`src/pkg/mac_po_pkg.sv`:
```
// Operation
// - Count pause frames sent until receive buffer drops to low threshold.
// - On pause timeout above high threshold, send FFFFH pause, up to 4-bit max.
// - Enter low power idle after transmit idle exceeds 7-bit entry time, 2us steps.
// - In low power idle with pending packets, leave after 7-bit leave time.
// - Link loss wakes only while the link-down wake enable is 1.
// - Link up wakes only while the link-up wake enable, bit 0, is 1.
// - Bit 3 set checks the solicitation remote address; clear skips it.
// - Bit 2 set checks the ARP destination IP; clear ignores it.
// - Neighbour advertisement offload runs only while bit 1 is set.
// - ARP reply offload runs only while bit 0 is set.
// - An 8-bit read-only field shows packets held in the transmit buffer.
// - Each USB packet with data CRC error increments an 8-bit counter; here the counter holds at FFH instead of counting on.
// - Reading the USB error counter clears it only when register 5 is zero.
// - Any write to the USB error counter clears it.
package mac_po_pkg;
	// =========================================================
	// Register offsets
	localparam logic [7:0] ADDR_PAUSE = 8'h3D;
	localparam logic [7:0] ADDR_ENTRY = 8'h3E;
	localparam logic [7:0] ADDR_EXIT = 8'h3F;
	localparam logic [7:0] ADDR_WAKE = 8'h51;
	localparam logic [7:0] ADDR_OFFLOAD = 8'h52;
	localparam logic [7:0] ADDR_TXCNT = 8'h81;
	localparam logic [7:0] ADDR_USBERR = 8'h82;
	localparam logic [7:0] ADDR_IRQ_STAT = 8'hA0;
	localparam logic [7:0] ADDR_IRQ_MASK = 8'hA1;
	// =========================================================
	// Reset values
	localparam logic [3:0] PAUSE_LIMIT_RST = 4'h4;
	localparam logic [6:0] ENTRY_RST = 7'h05;
	localparam logic [6:0] EXIT_RST = 7'h0F;
	localparam logic [1:0] WAKE_RST = 2'h1;
	localparam logic [3:0] OFFLOAD_RST = 4'h0;
	localparam logic [4:0] IRQ_MASK_RST = 5'h00;
	// =========================================================
	// Field positions
	localparam int WAKE_UP_BIT = 0;
	localparam int WAKE_DOWN_BIT = 1;
	localparam int OFL_ARP_BIT = 0;
	localparam int OFL_NA_BIT = 1;
	localparam int OFL_ARPCHK_BIT = 2;
	localparam int OFL_NSCHK_BIT = 3;
	localparam int EXIT_EN_BIT = 7;
	// Interrupt status bits
	localparam int IRQ_LINK_UP = 0;
	localparam int IRQ_LINK_DOWN = 1;
	localparam int IRQ_LPI_ENTER = 2;
	localparam int IRQ_USB_CRC = 3;
	localparam int IRQ_PAUSE_LIMIT = 4;
	localparam int IRQ_W = 5;
	// =========================================================
	// Timing
	localparam logic [15:0] PAUSE_TIME_FULL = 16'hFFFF;
	localparam int CLK_PERIOD_NS = 50;
	localparam int STEP_NS = 2000;
	localparam int STEP_CYCLES = STEP_NS / CLK_PERIOD_NS;
	localparam int STEP_W = $clog2(STEP_CYCLES);
endpackage : mac_po_pkg

```
`src/core/mac_power_offload_regs.sv`:
```
// The address-and-strobe port is this design's own decision.
`timescale 1ns/100ps
`default_nettype none
module mac_power_offload_regs import mac_po_pkg::*; (
	// Clock and reset
	input wire logic clk,
	input wire logic rst_n,
	// Register port
	input wire logic [7:0] addr,
	input wire logic [7:0] wdata,
	input wire logic wr,
	input wire logic rd,
	output logic [7:0] rdata,
	// Flow control
	input wire logic rx_above_high,
	input wire logic rx_below_low,
	input wire logic pause_timer_expired,
	output logic pause_req,
	output logic [15:0] pause_time,
	// Low power idle
	input wire logic energy_saving_on,
	input wire logic tx_active,
	input wire logic [7:0] tx_pkt_count,
	output logic lpi_active,
	// Link and wake
	input wire logic link_up_pin,
	output logic wake_event,
	// Offload control
	output logic arp_reply_offload_en,
	output logic advert_offload_en,
	output logic arp_target_check_en,
	output logic solicit_remote_check_en,
	// USB errors and register 5 contents
	input wire logic usb_crc_err,
	input wire logic [7:0] rx_ctrl_value,
	// Interrupt
	output logic irq
);
	// =========================================================
	// Register state
	logic [3:0] pause_limit_ff;
	logic [3:0] pause_cnt_ff;
	logic [6:0] entry_time_ff;
	logic [6:0] exit_time_ff;
	logic [1:0] wake_en_ff;
	logic [3:0] offload_ff;
	logic [7:0] usb_crc_cnt_ff;
	logic [IRQ_W-1:0] irq_stat_ff;
	logic [IRQ_W-1:0] irq_mask_ff;
	logic [7:0] rdata_ff;
	logic pause_req_ff;
	logic [15:0] pause_time_ff;
	logic wake_ff;

	// =========================================================
	// Address decode
	function automatic logic hit(input logic [7:0] a, input logic [7:0] off);
		hit = (a == off);
	endfunction : hit

	wire wr_pause = wr && hit(addr, ADDR_PAUSE);
	wire wr_entry = wr && hit(addr, ADDR_ENTRY);
	wire wr_exit = wr && hit(addr, ADDR_EXIT);
	wire wr_wake = wr && hit(addr, ADDR_WAKE);
	wire wr_offload = wr && hit(addr, ADDR_OFFLOAD);
	wire wr_usberr = wr && hit(addr, ADDR_USBERR);
	wire wr_mask = wr && hit(addr, ADDR_IRQ_MASK);
	wire rd_usberr = rd && hit(addr, ADDR_USBERR);
	wire rd_stat = rd && hit(addr, ADDR_IRQ_STAT);

	// =========================================================
	// 2us step enable
	wire step;

	step_tick u_step (
		.clk(clk),
		.rst_n(rst_n),
		.tick(step)
	);

	// =========================================================
	// Pause frame repetition
	wire pause_room = (pause_cnt_ff < pause_limit_ff);
	wire pause_fire = pause_timer_expired && rx_above_high && pause_room;
	wire pause_hit_max = pause_fire && (pause_cnt_ff + 4'h1 == pause_limit_ff);
	logic [3:0] nxt_pause_cnt;

	// Low threshold reached ends the burst and rearms the count
	assign nxt_pause_cnt = rx_below_low ? 4'h0 :
		pause_fire ? pause_cnt_ff + 4'h1 : pause_cnt_ff;

	always_ff @(posedge clk or negedge rst_n) begin
		if (!rst_n) begin
			pause_cnt_ff <= 4'h0;
			pause_req_ff <= 1'b0;
			pause_time_ff <= 16'h0000;
		end else begin
			pause_cnt_ff <= nxt_pause_cnt;
			pause_req_ff <= pause_fire;
			if (pause_fire) begin
				pause_time_ff <= PAUSE_TIME_FULL;
			end
		end
	end

	assign pause_req = pause_req_ff;
	assign pause_time = pause_time_ff;

	// =========================================================
	// Low power idle
	typedef enum logic [1:0] {ACTIVE, IDLE_LPI, WAKING} lpi_state_t;
	lpi_state_t state_ff;
	lpi_state_t nxt_state;
	logic [7:0] step_cnt_ff;
	logic [7:0] nxt_step_cnt;
	// One spare bit so the count can pass a 7-bit limit
	wire entry_due = (step_cnt_ff > {1'b0, entry_time_ff});
	wire exit_due = (step_cnt_ff >= {1'b0, exit_time_ff});
	wire tx_pending = (tx_pkt_count != 8'h00);
	wire lpi_enter = (state_ff == ACTIVE) && energy_saving_on &&
		!tx_active && entry_due;
	wire step_sat = (step_cnt_ff == 8'hFF);

	always_comb begin
		nxt_state = state_ff;
		nxt_step_cnt = step_cnt_ff;
		unique case (state_ff)
			ACTIVE: begin
				if (tx_active || !energy_saving_on) begin
					nxt_step_cnt = 8'h00;
				end else if (lpi_enter) begin
					nxt_state = IDLE_LPI;
					nxt_step_cnt = 8'h00;
				end else if (step && !step_sat) begin
					nxt_step_cnt = step_cnt_ff + 8'h01;
				end
			end
			IDLE_LPI: begin
				if (tx_pending) begin
					nxt_state = WAKING;
					nxt_step_cnt = 8'h00;
				end
			end
			WAKING: begin
				if (exit_due) begin
					nxt_state = ACTIVE;
					nxt_step_cnt = 8'h00;
				end else if (step) begin
					nxt_step_cnt = step_cnt_ff + 8'h01;
				end
			end
		endcase
	end

	always_ff @(posedge clk or negedge rst_n) begin
		if (!rst_n) begin
			state_ff <= ACTIVE;
			step_cnt_ff <= 8'h00;
		end else begin
			state_ff <= nxt_state;
			step_cnt_ff <= nxt_step_cnt;
		end
	end

	// Still low power while the leave timer runs
	assign lpi_active = (state_ff != ACTIVE);

	// =========================================================
	// Link pin sync and wake
	logic [2:0] link_sync_ff;
	logic link_ff;
	wire link_agree = (link_sync_ff[1] == link_sync_ff[2]);
	wire link_new = link_sync_ff[2];
	wire link_rise = link_agree && link_new && !link_ff;
	wire link_fall = link_agree && !link_new && link_ff;
	wire wake_up = link_rise && wake_en_ff[WAKE_UP_BIT];
	wire wake_down = link_fall && wake_en_ff[WAKE_DOWN_BIT];

	always_ff @(posedge clk or negedge rst_n) begin
		if (!rst_n) begin
			link_sync_ff <= 3'h0;
			link_ff <= 1'b0;
			wake_ff <= 1'b0;
		end else begin
			link_sync_ff <= {link_sync_ff[1:0], link_up_pin};
			if (link_agree) begin
				link_ff <= link_new;
			end
			wake_ff <= wake_up || wake_down;
		end
	end

	assign wake_event = wake_ff;

	// =========================================================
	// Offload enables
	assign arp_reply_offload_en = offload_ff[OFL_ARP_BIT];
	assign advert_offload_en = offload_ff[OFL_NA_BIT];
	assign arp_target_check_en = offload_ff[OFL_ARPCHK_BIT];
	assign solicit_remote_check_en = offload_ff[OFL_NSCHK_BIT];

	// =========================================================
	// USB CRC error counter
	// Clear-on-read is disabled while register 5 holds a nonzero value
	wire usb_rd_clr = rd_usberr && (rx_ctrl_value == 8'h00);
	wire usb_clr = usb_rd_clr || wr_usberr;
	wire usb_sat = (usb_crc_cnt_ff == 8'hFF);
	logic [7:0] nxt_usb_crc_cnt;

	// An error in the clearing cycle survives as a count of one
	assign nxt_usb_crc_cnt = usb_clr ? {7'h00, usb_crc_err} :
		(usb_crc_err && !usb_sat) ? usb_crc_cnt_ff + 8'h01 :
		usb_crc_cnt_ff;

	// =========================================================
	// Interrupt status
	logic [IRQ_W-1:0] irq_set;
	logic [IRQ_W-1:0] nxt_irq_stat;

	always_comb begin
		irq_set = '0;
		irq_set[IRQ_LINK_UP] = wake_up;
		irq_set[IRQ_LINK_DOWN] = wake_down;
		irq_set[IRQ_LPI_ENTER] = lpi_enter;
		irq_set[IRQ_USB_CRC] = usb_crc_err;
		irq_set[IRQ_PAUSE_LIMIT] = pause_hit_max;
	end

	// Set beats the read clear
	assign nxt_irq_stat = (rd_stat ? '0 : irq_stat_ff) | irq_set;
	assign irq = |(irq_stat_ff & irq_mask_ff);

	// =========================================================
	// Software registers
	always_ff @(posedge clk or negedge rst_n) begin
		if (!rst_n) begin
			pause_limit_ff <= PAUSE_LIMIT_RST;
			entry_time_ff <= ENTRY_RST;
			exit_time_ff <= EXIT_RST;
			wake_en_ff <= WAKE_RST;
			offload_ff <= OFFLOAD_RST;
			usb_crc_cnt_ff <= 8'h00;
			irq_stat_ff <= '0;
			irq_mask_ff <= IRQ_MASK_RST;
		end else begin
			if (wr_pause) pause_limit_ff <= wdata[3:0];
			if (wr_entry) entry_time_ff <= wdata[6:0];
			if (wr_exit) exit_time_ff <= wdata[6:0];
			if (wr_wake) wake_en_ff <= wdata[1:0];
			if (wr_offload) offload_ff <= wdata[3:0];
			if (wr_mask) irq_mask_ff <= wdata[IRQ_W-1:0];
			usb_crc_cnt_ff <= nxt_usb_crc_cnt;
			irq_stat_ff <= nxt_irq_stat;
		end
	end

	// =========================================================
	// Read path
	logic [7:0] rd_mux;

	always_comb begin
		rd_mux = 8'h00;
		unique case (addr)
			ADDR_PAUSE: rd_mux = {pause_cnt_ff, pause_limit_ff};
			ADDR_ENTRY: rd_mux = {1'b0, entry_time_ff};
			ADDR_EXIT: rd_mux = {energy_saving_on, exit_time_ff};
			ADDR_WAKE: rd_mux = {6'h00, wake_en_ff};
			ADDR_OFFLOAD: rd_mux = {4'h0, offload_ff};
			ADDR_TXCNT: rd_mux = tx_pkt_count;
			ADDR_USBERR: rd_mux = usb_crc_cnt_ff;
			ADDR_IRQ_STAT: rd_mux = {3'h0, irq_stat_ff};
			ADDR_IRQ_MASK: rd_mux = {3'h0, irq_mask_ff};
			default: rd_mux = 8'h00;
		endcase
	end

	// Data stand only in the cycle after the read
	always_ff @(posedge clk or negedge rst_n) begin
		if (!rst_n) begin
			rdata_ff <= 8'h00;
		end else begin
			rdata_ff <= rd ? rd_mux : 8'h00;
		end
	end

	assign rdata = rdata_ff;
endmodule : mac_power_offload_regs
`default_nettype wire

```
`src/core/step_tick.sv`:
```
`timescale 1ns/100ps
`default_nettype none
module step_tick import mac_po_pkg::*; (
	// Clock and reset
	input wire logic clk,
	input wire logic rst_n,
	// Enable pulse
	output logic tick
);
	localparam logic [STEP_W-1:0] LAST = STEP_W'(STEP_CYCLES - 1);
	logic [STEP_W-1:0] cnt_ff;
	logic [STEP_W-1:0] nxt_cnt;
	wire wrap = (cnt_ff == LAST);

	assign nxt_cnt = wrap ? '0 : cnt_ff + 1'b1;
	assign tick = wrap;

	always_ff @(posedge clk or negedge rst_n) begin
		if (!rst_n) begin
			cnt_ff <= '0;
		end else begin
			cnt_ff <= nxt_cnt;
		end
	end
endmodule : step_tick
`default_nettype wire

```
`config.mk`:
```
export PLATFORM = sky130hd
export DESIGN_NAME = mac_power_offload_regs
export DESIGN_NICKNAME = d
export VERILOG_FILES = /design/src/pkg/mac_po_pkg.sv /design/src/core/mac_power_offload_regs.sv /design/src/core/step_tick.sv
export SDC_FILE = /design/constraint.sdc
export NUM_CORES = 1
export LEC_CHECK = 0
export ABC_CLOCK_PERIOD_IN_PS = 2350
export BUFFER_PORTS_ARGS = -buffer_cell sky130_fd_sc_hd__clkbuf_2
export CAP_MARGIN = 25
export CORE_MARGIN = 4
export CORE_UTILIZATION = 40
export CTS_CLUSTER_SIZE = 14
export DETAILED_ROUTE_END_ITERATION = 7
export SLEW_MARGIN = 5
export SYNTH_ARGS = -nofsm -noshare
export SYNTH_HDL_FRONTEND = slang
export SYNTH_HIERARCHICAL = 1
export SYNTH_SLANG_ARGS = --single-unit
```
`constraint.sdc`:
```
create_clock -name clk -period 2.35 [get_ports clk]
set_clock_uncertainty 0.05 [all_clocks]
set_input_delay 0.235 -clock clk [delete_from_list [all_inputs] [get_ports clk]]
set_output_delay 0.235 -clock clk [all_outputs]
set_load 0.02 [all_outputs]
```
==> results.toml <==
[run_status]
status = "finished with violations"
violated_checks = "setup timing"

[global_routing]
wire_length_of_the_first_global_routing_pass_mm = 17.8
grt_total_ovfl = 0
via_count_of_the_first_global_routing_pass = 3539
number_of_antenna_violations_at_the_first_check_in_global_routing = 0
global_route.usage.total_pct = 17.5
maximum_number_of_pins_on_one_net_before_global_route_repair = 78

[clocking]
htreeDepth = 3
clock_insertion_delay_worst_skew_ns = 0.36
numClockSinks = 77
clock_tree_from_tritoncts = "done"
tritoncts.num_buffers = 9
cts_max_path_buffers = 2
path_clk_slew_ns = 0.09
cts_root_buf = "clkbuf_8"

[synth]
ys_ff_latch = 77
synth-xor-area-share_pct = 3.39
synth.top_cells.by_count = "dfrtp_1, nor2_1, mux2_2, nand2_1"
synth_top_family_by_area = "simple AND/OR/NAND/NOR gates"
synth-warning-count = 6
synth_enable_flop_cells = 0
post_synth_top_flop = "dfrtp_1"
synth.yosys.seq_area_share_pct = 44.1
synthMostInstantiatedCell = "dfrtp_1"
multiplexer_fraction_of_the_synthesized_cell_area_pct = 8.80
syn_area_sq_mm = 0.00439
synth.area.top_cells = "dfrtp_1, ha_1, mux2_2"
yosys.cell_types.count = 60
synth-async-reset-ratio_pct = 100
synth_nets = 499
synthesis.instances = 429
synth_area_per_cell_sq_um = 10.2
synth_top_area_share_pct = 39.3
post_synth_and_or_nand_nor_area_fraction_pct = 15.7
synth-compound-area-share_pct = 14.3
post_synth_fa_ha_maj_area_fraction_pct = 7.69
yosys.area.top_type = "dfrtp_1"

[cells_and_area]
fillerInstances = 1012
seq_area_sq_mm = 0.00194
proportion_of_layout_cells_with_a_drive_suffix_above_1_pct = 36.6
postLayoutCoreUtil_pct = 50.9
layout.nets = 595
area.growth.synth_to_final_pct = 21.9
diode_count = 0
multi_input_area_sq_mm = 0.00228

[sta]
setup-violations-final = 1
timing.final.crit_period_ns = 2.40
hold_ws_ns = 0.0357
maximum_clock_frequency_mhz = 417
final-hold-violation-count = 0
tightestPinTransition_ns = 0.568
unrepaired_setup_endpoints_after_global_routing = "true"
finalCritPeriodShare_pct = 102
timing.max_slew.rel_slack_pct = 61.9
final.setup.worst_slack_ns = -0.0455
slew_violations = 0

[setup_path]
required_time_of_the_worst_setup_path_ns = 2.55
internal_reg_to_reg_setup_slack_ns = -0.05
ff2ff_path_depth = 10
setup.worst_path.start_class = "register"
criticalPathCategory = "reg2reg"
crit_path_cell_trace = "inv_1 -> ha_2 -> or3b_1 -> o2111ai_2 -> a31oi_2 -> o31a_1 -> o21ai_4 -> nor2b_4 -> buf_6 -> a221o_1"
cpMaxStageDelayCell = "dfstp_2"
rr_startpoint = "exit_time_ff[1]$_DFFE_PN1P_"
sort_of_element_at_the_end_of_the_critical_path = "register"
worst-endpoint-arrival_ns = 2.60
cp-startpoint = "exit_time_ff[1]$_DFFE_PN1P_"
worst-path-max-fanout = 6
cpPeakStageDelay_ns = 0.54
crit_end = "step_cnt_ff[2]$_DFFE_PN0P_"
r2r-end = "step_cnt_ff[2]$_DFFE_PN0P_"

[power]
cell_pwr_density_mw_per_mm2 = 633
leakagePower_nw = 2.51
max-vdd-ir-drop_v = 0.000440

[floorplanning]
core_region_area_sq_mm = 0.0105
die_h_um = 113
die_area_sq_mm = 0.0127
top_level_port_count = 75
placementRows = 37
starting_utilization_of_the_core_area_pct = 41.8
die-width_um = 113

[routing]
final_antenna_net_count = 0
detail_route.drc_violations = 0
total_via_count_after_detailed_routing = 3526
vias_per_cell = 5.29
post_drt_wl_per_cell_um = 16.3
number_of_optimization_iterations_in_the_first_detailed_route_pass = 5
drt_iter0_drc = 191
route.final.wire_length_mm = 10.9

[worst_hold_path]
hold_depth = 2
timing.hold.worst.class = "in2reg"
holdCritStartpoint = "rx_below_low"

[placed_design]
routabilityCongestion = 0.915
detailedPlacementHpwl_mm = 8.29
numPortBuffers = 73

[flow_run]
drv_cap = 0
==> metrics by stage <==
stage	cell area, sq um	std cells	worst slack [ns]	setup TNS [ns]	total power [mW]
after CTS	5240	662	-0.0512	-0.0605	3.36
final	5350	666	-0.0455	-0.0455	3.39
after detailed placement	4990	643	-0.0843	-0.122	2.38
after global routing	5350	666	-0.147	-0.491	3.61
after global placement	4990	643	-0.0413	-0.0413	2.36
after floorplan	4390	429	0.0164	0	2.06
==> what timing repair did <==
action / 4_1_cts / 5_1_grt
hold buffers: 1 / 1
pin swaps: 5 / 11
gates resized for setup: 7 / 11
hold endpoints to repair: 1 / 69
setup buffers: 2 / 2
endpoints found under the setup margin: 6 / 8
gates cloned: 0 / 0
==> per-layer routing <==
| metal | global-route usage [%] | routed length (um) |
|---|---|---|
| met3 | 4.17 | 585 |
| met1 | 23.6 | 4960 |
| met5 | 0 | 0 |
| met4 | 5.77 | 192 |
| met2 | 28.0 | 5120 |
==> cells in the final DEF (no fill, tap or decap), types with 6 or more instances in the layout <==
cell type and n:
inv_1 25, a21oi_1 8, a22oi_1 15, a22o_2 6, buf_4 32, clkbuf_8 9, dfrtp_1 69, dfstp_2 8
nor2_1 41, nand2_1 29, nor3_1 6, xor2_1 7, ha_1 22, xnor2_1 10, mux2_2 28, mux2i_1 6
clkbuf_2 72, o21ai_0 18, nand3_1 20
==> layout make-up <==
| type | instances | share of cell area [%] |
|---|---|---|
| multi-input cells | 300 | 42.6 |
| well taps | 136 | 3.18 |
| clock inverters | 7 | 1.05 |
| flip-flops and latches | 77 | 36.2 |
| clock buffers | 9 | 2.31 |
| inverters | 27 | 1.89 |
| repair buffers | 110 | 12.7 |
==> worst min path at each step <==
stage | to | slack, ns
3_5_place_dp | link_sync_ff[1]$_DFF_PN0_ | 0.29
5_1_grt | pause_cnt_ff[3]$_DFFE_PN0P_ | 0.02
3_3_place_gp | link_sync_ff[1]$_DFF_PN0_ | 0.28
4_1_cts | link_sync_ff[0]$_DFF_PN0_ | 0.00007
6_report | pause_cnt_ff[0]$_DFFE_PN0P_ | 0.04
2_1_floorplan | entry_time_ff[1]$_DFFE_PN0P_ | -0.11
==> critical path: cells and delay by family (launching register included) <==
kind / cells / cell delay, ns
DFF: 1 / 0.54
and+or+nand+nor: 2 / 0.45
adders and majority gates: 1 / 0.17
AOI/OAI and AO/OA: 5 / 0.90
buffers and inverters: 2 / 0.17
==> where the power goes <==
part | internal, mW | switching [mW] | total, mW | leakage [nW]
sequential | 1.45 | 0.131 | 1.58 | 0.977
combinational | 0.430 | 0.453 | 0.883 | 1.45
clock | 0.396 | 0.531 | 0.927 | 0.0906
total | 2.27 | 1.11 | 3.39 | 2.51
==> state kept, by name (all words and copies together), names as in the netlist, 3 cells and up <==
signal	flops
entry_time_ff	7
exit_time_ff	7
irq_mask_ff	5
irq_stat_ff	5
link_sync_ff	3
offload_ff	4
pause_cnt_ff	4
pause_limit_ff	4
rdata	8
step_cnt_ff	8
u_step/cnt_ff	6
usb_crc_cnt_ff	8
==> cell families after synthesis <==
kind of cell             after synthesis
AND/OR/NAND/NOR                      134
buffers and inverters                 52
flip-flops                            77
multiplexers                          35
adder cells (fa/ha/maj)               27
XOR/XNOR                              17
AO/OA/AOI/OAI                         87
Note: power is estimated with default switching activity, not from simulation.
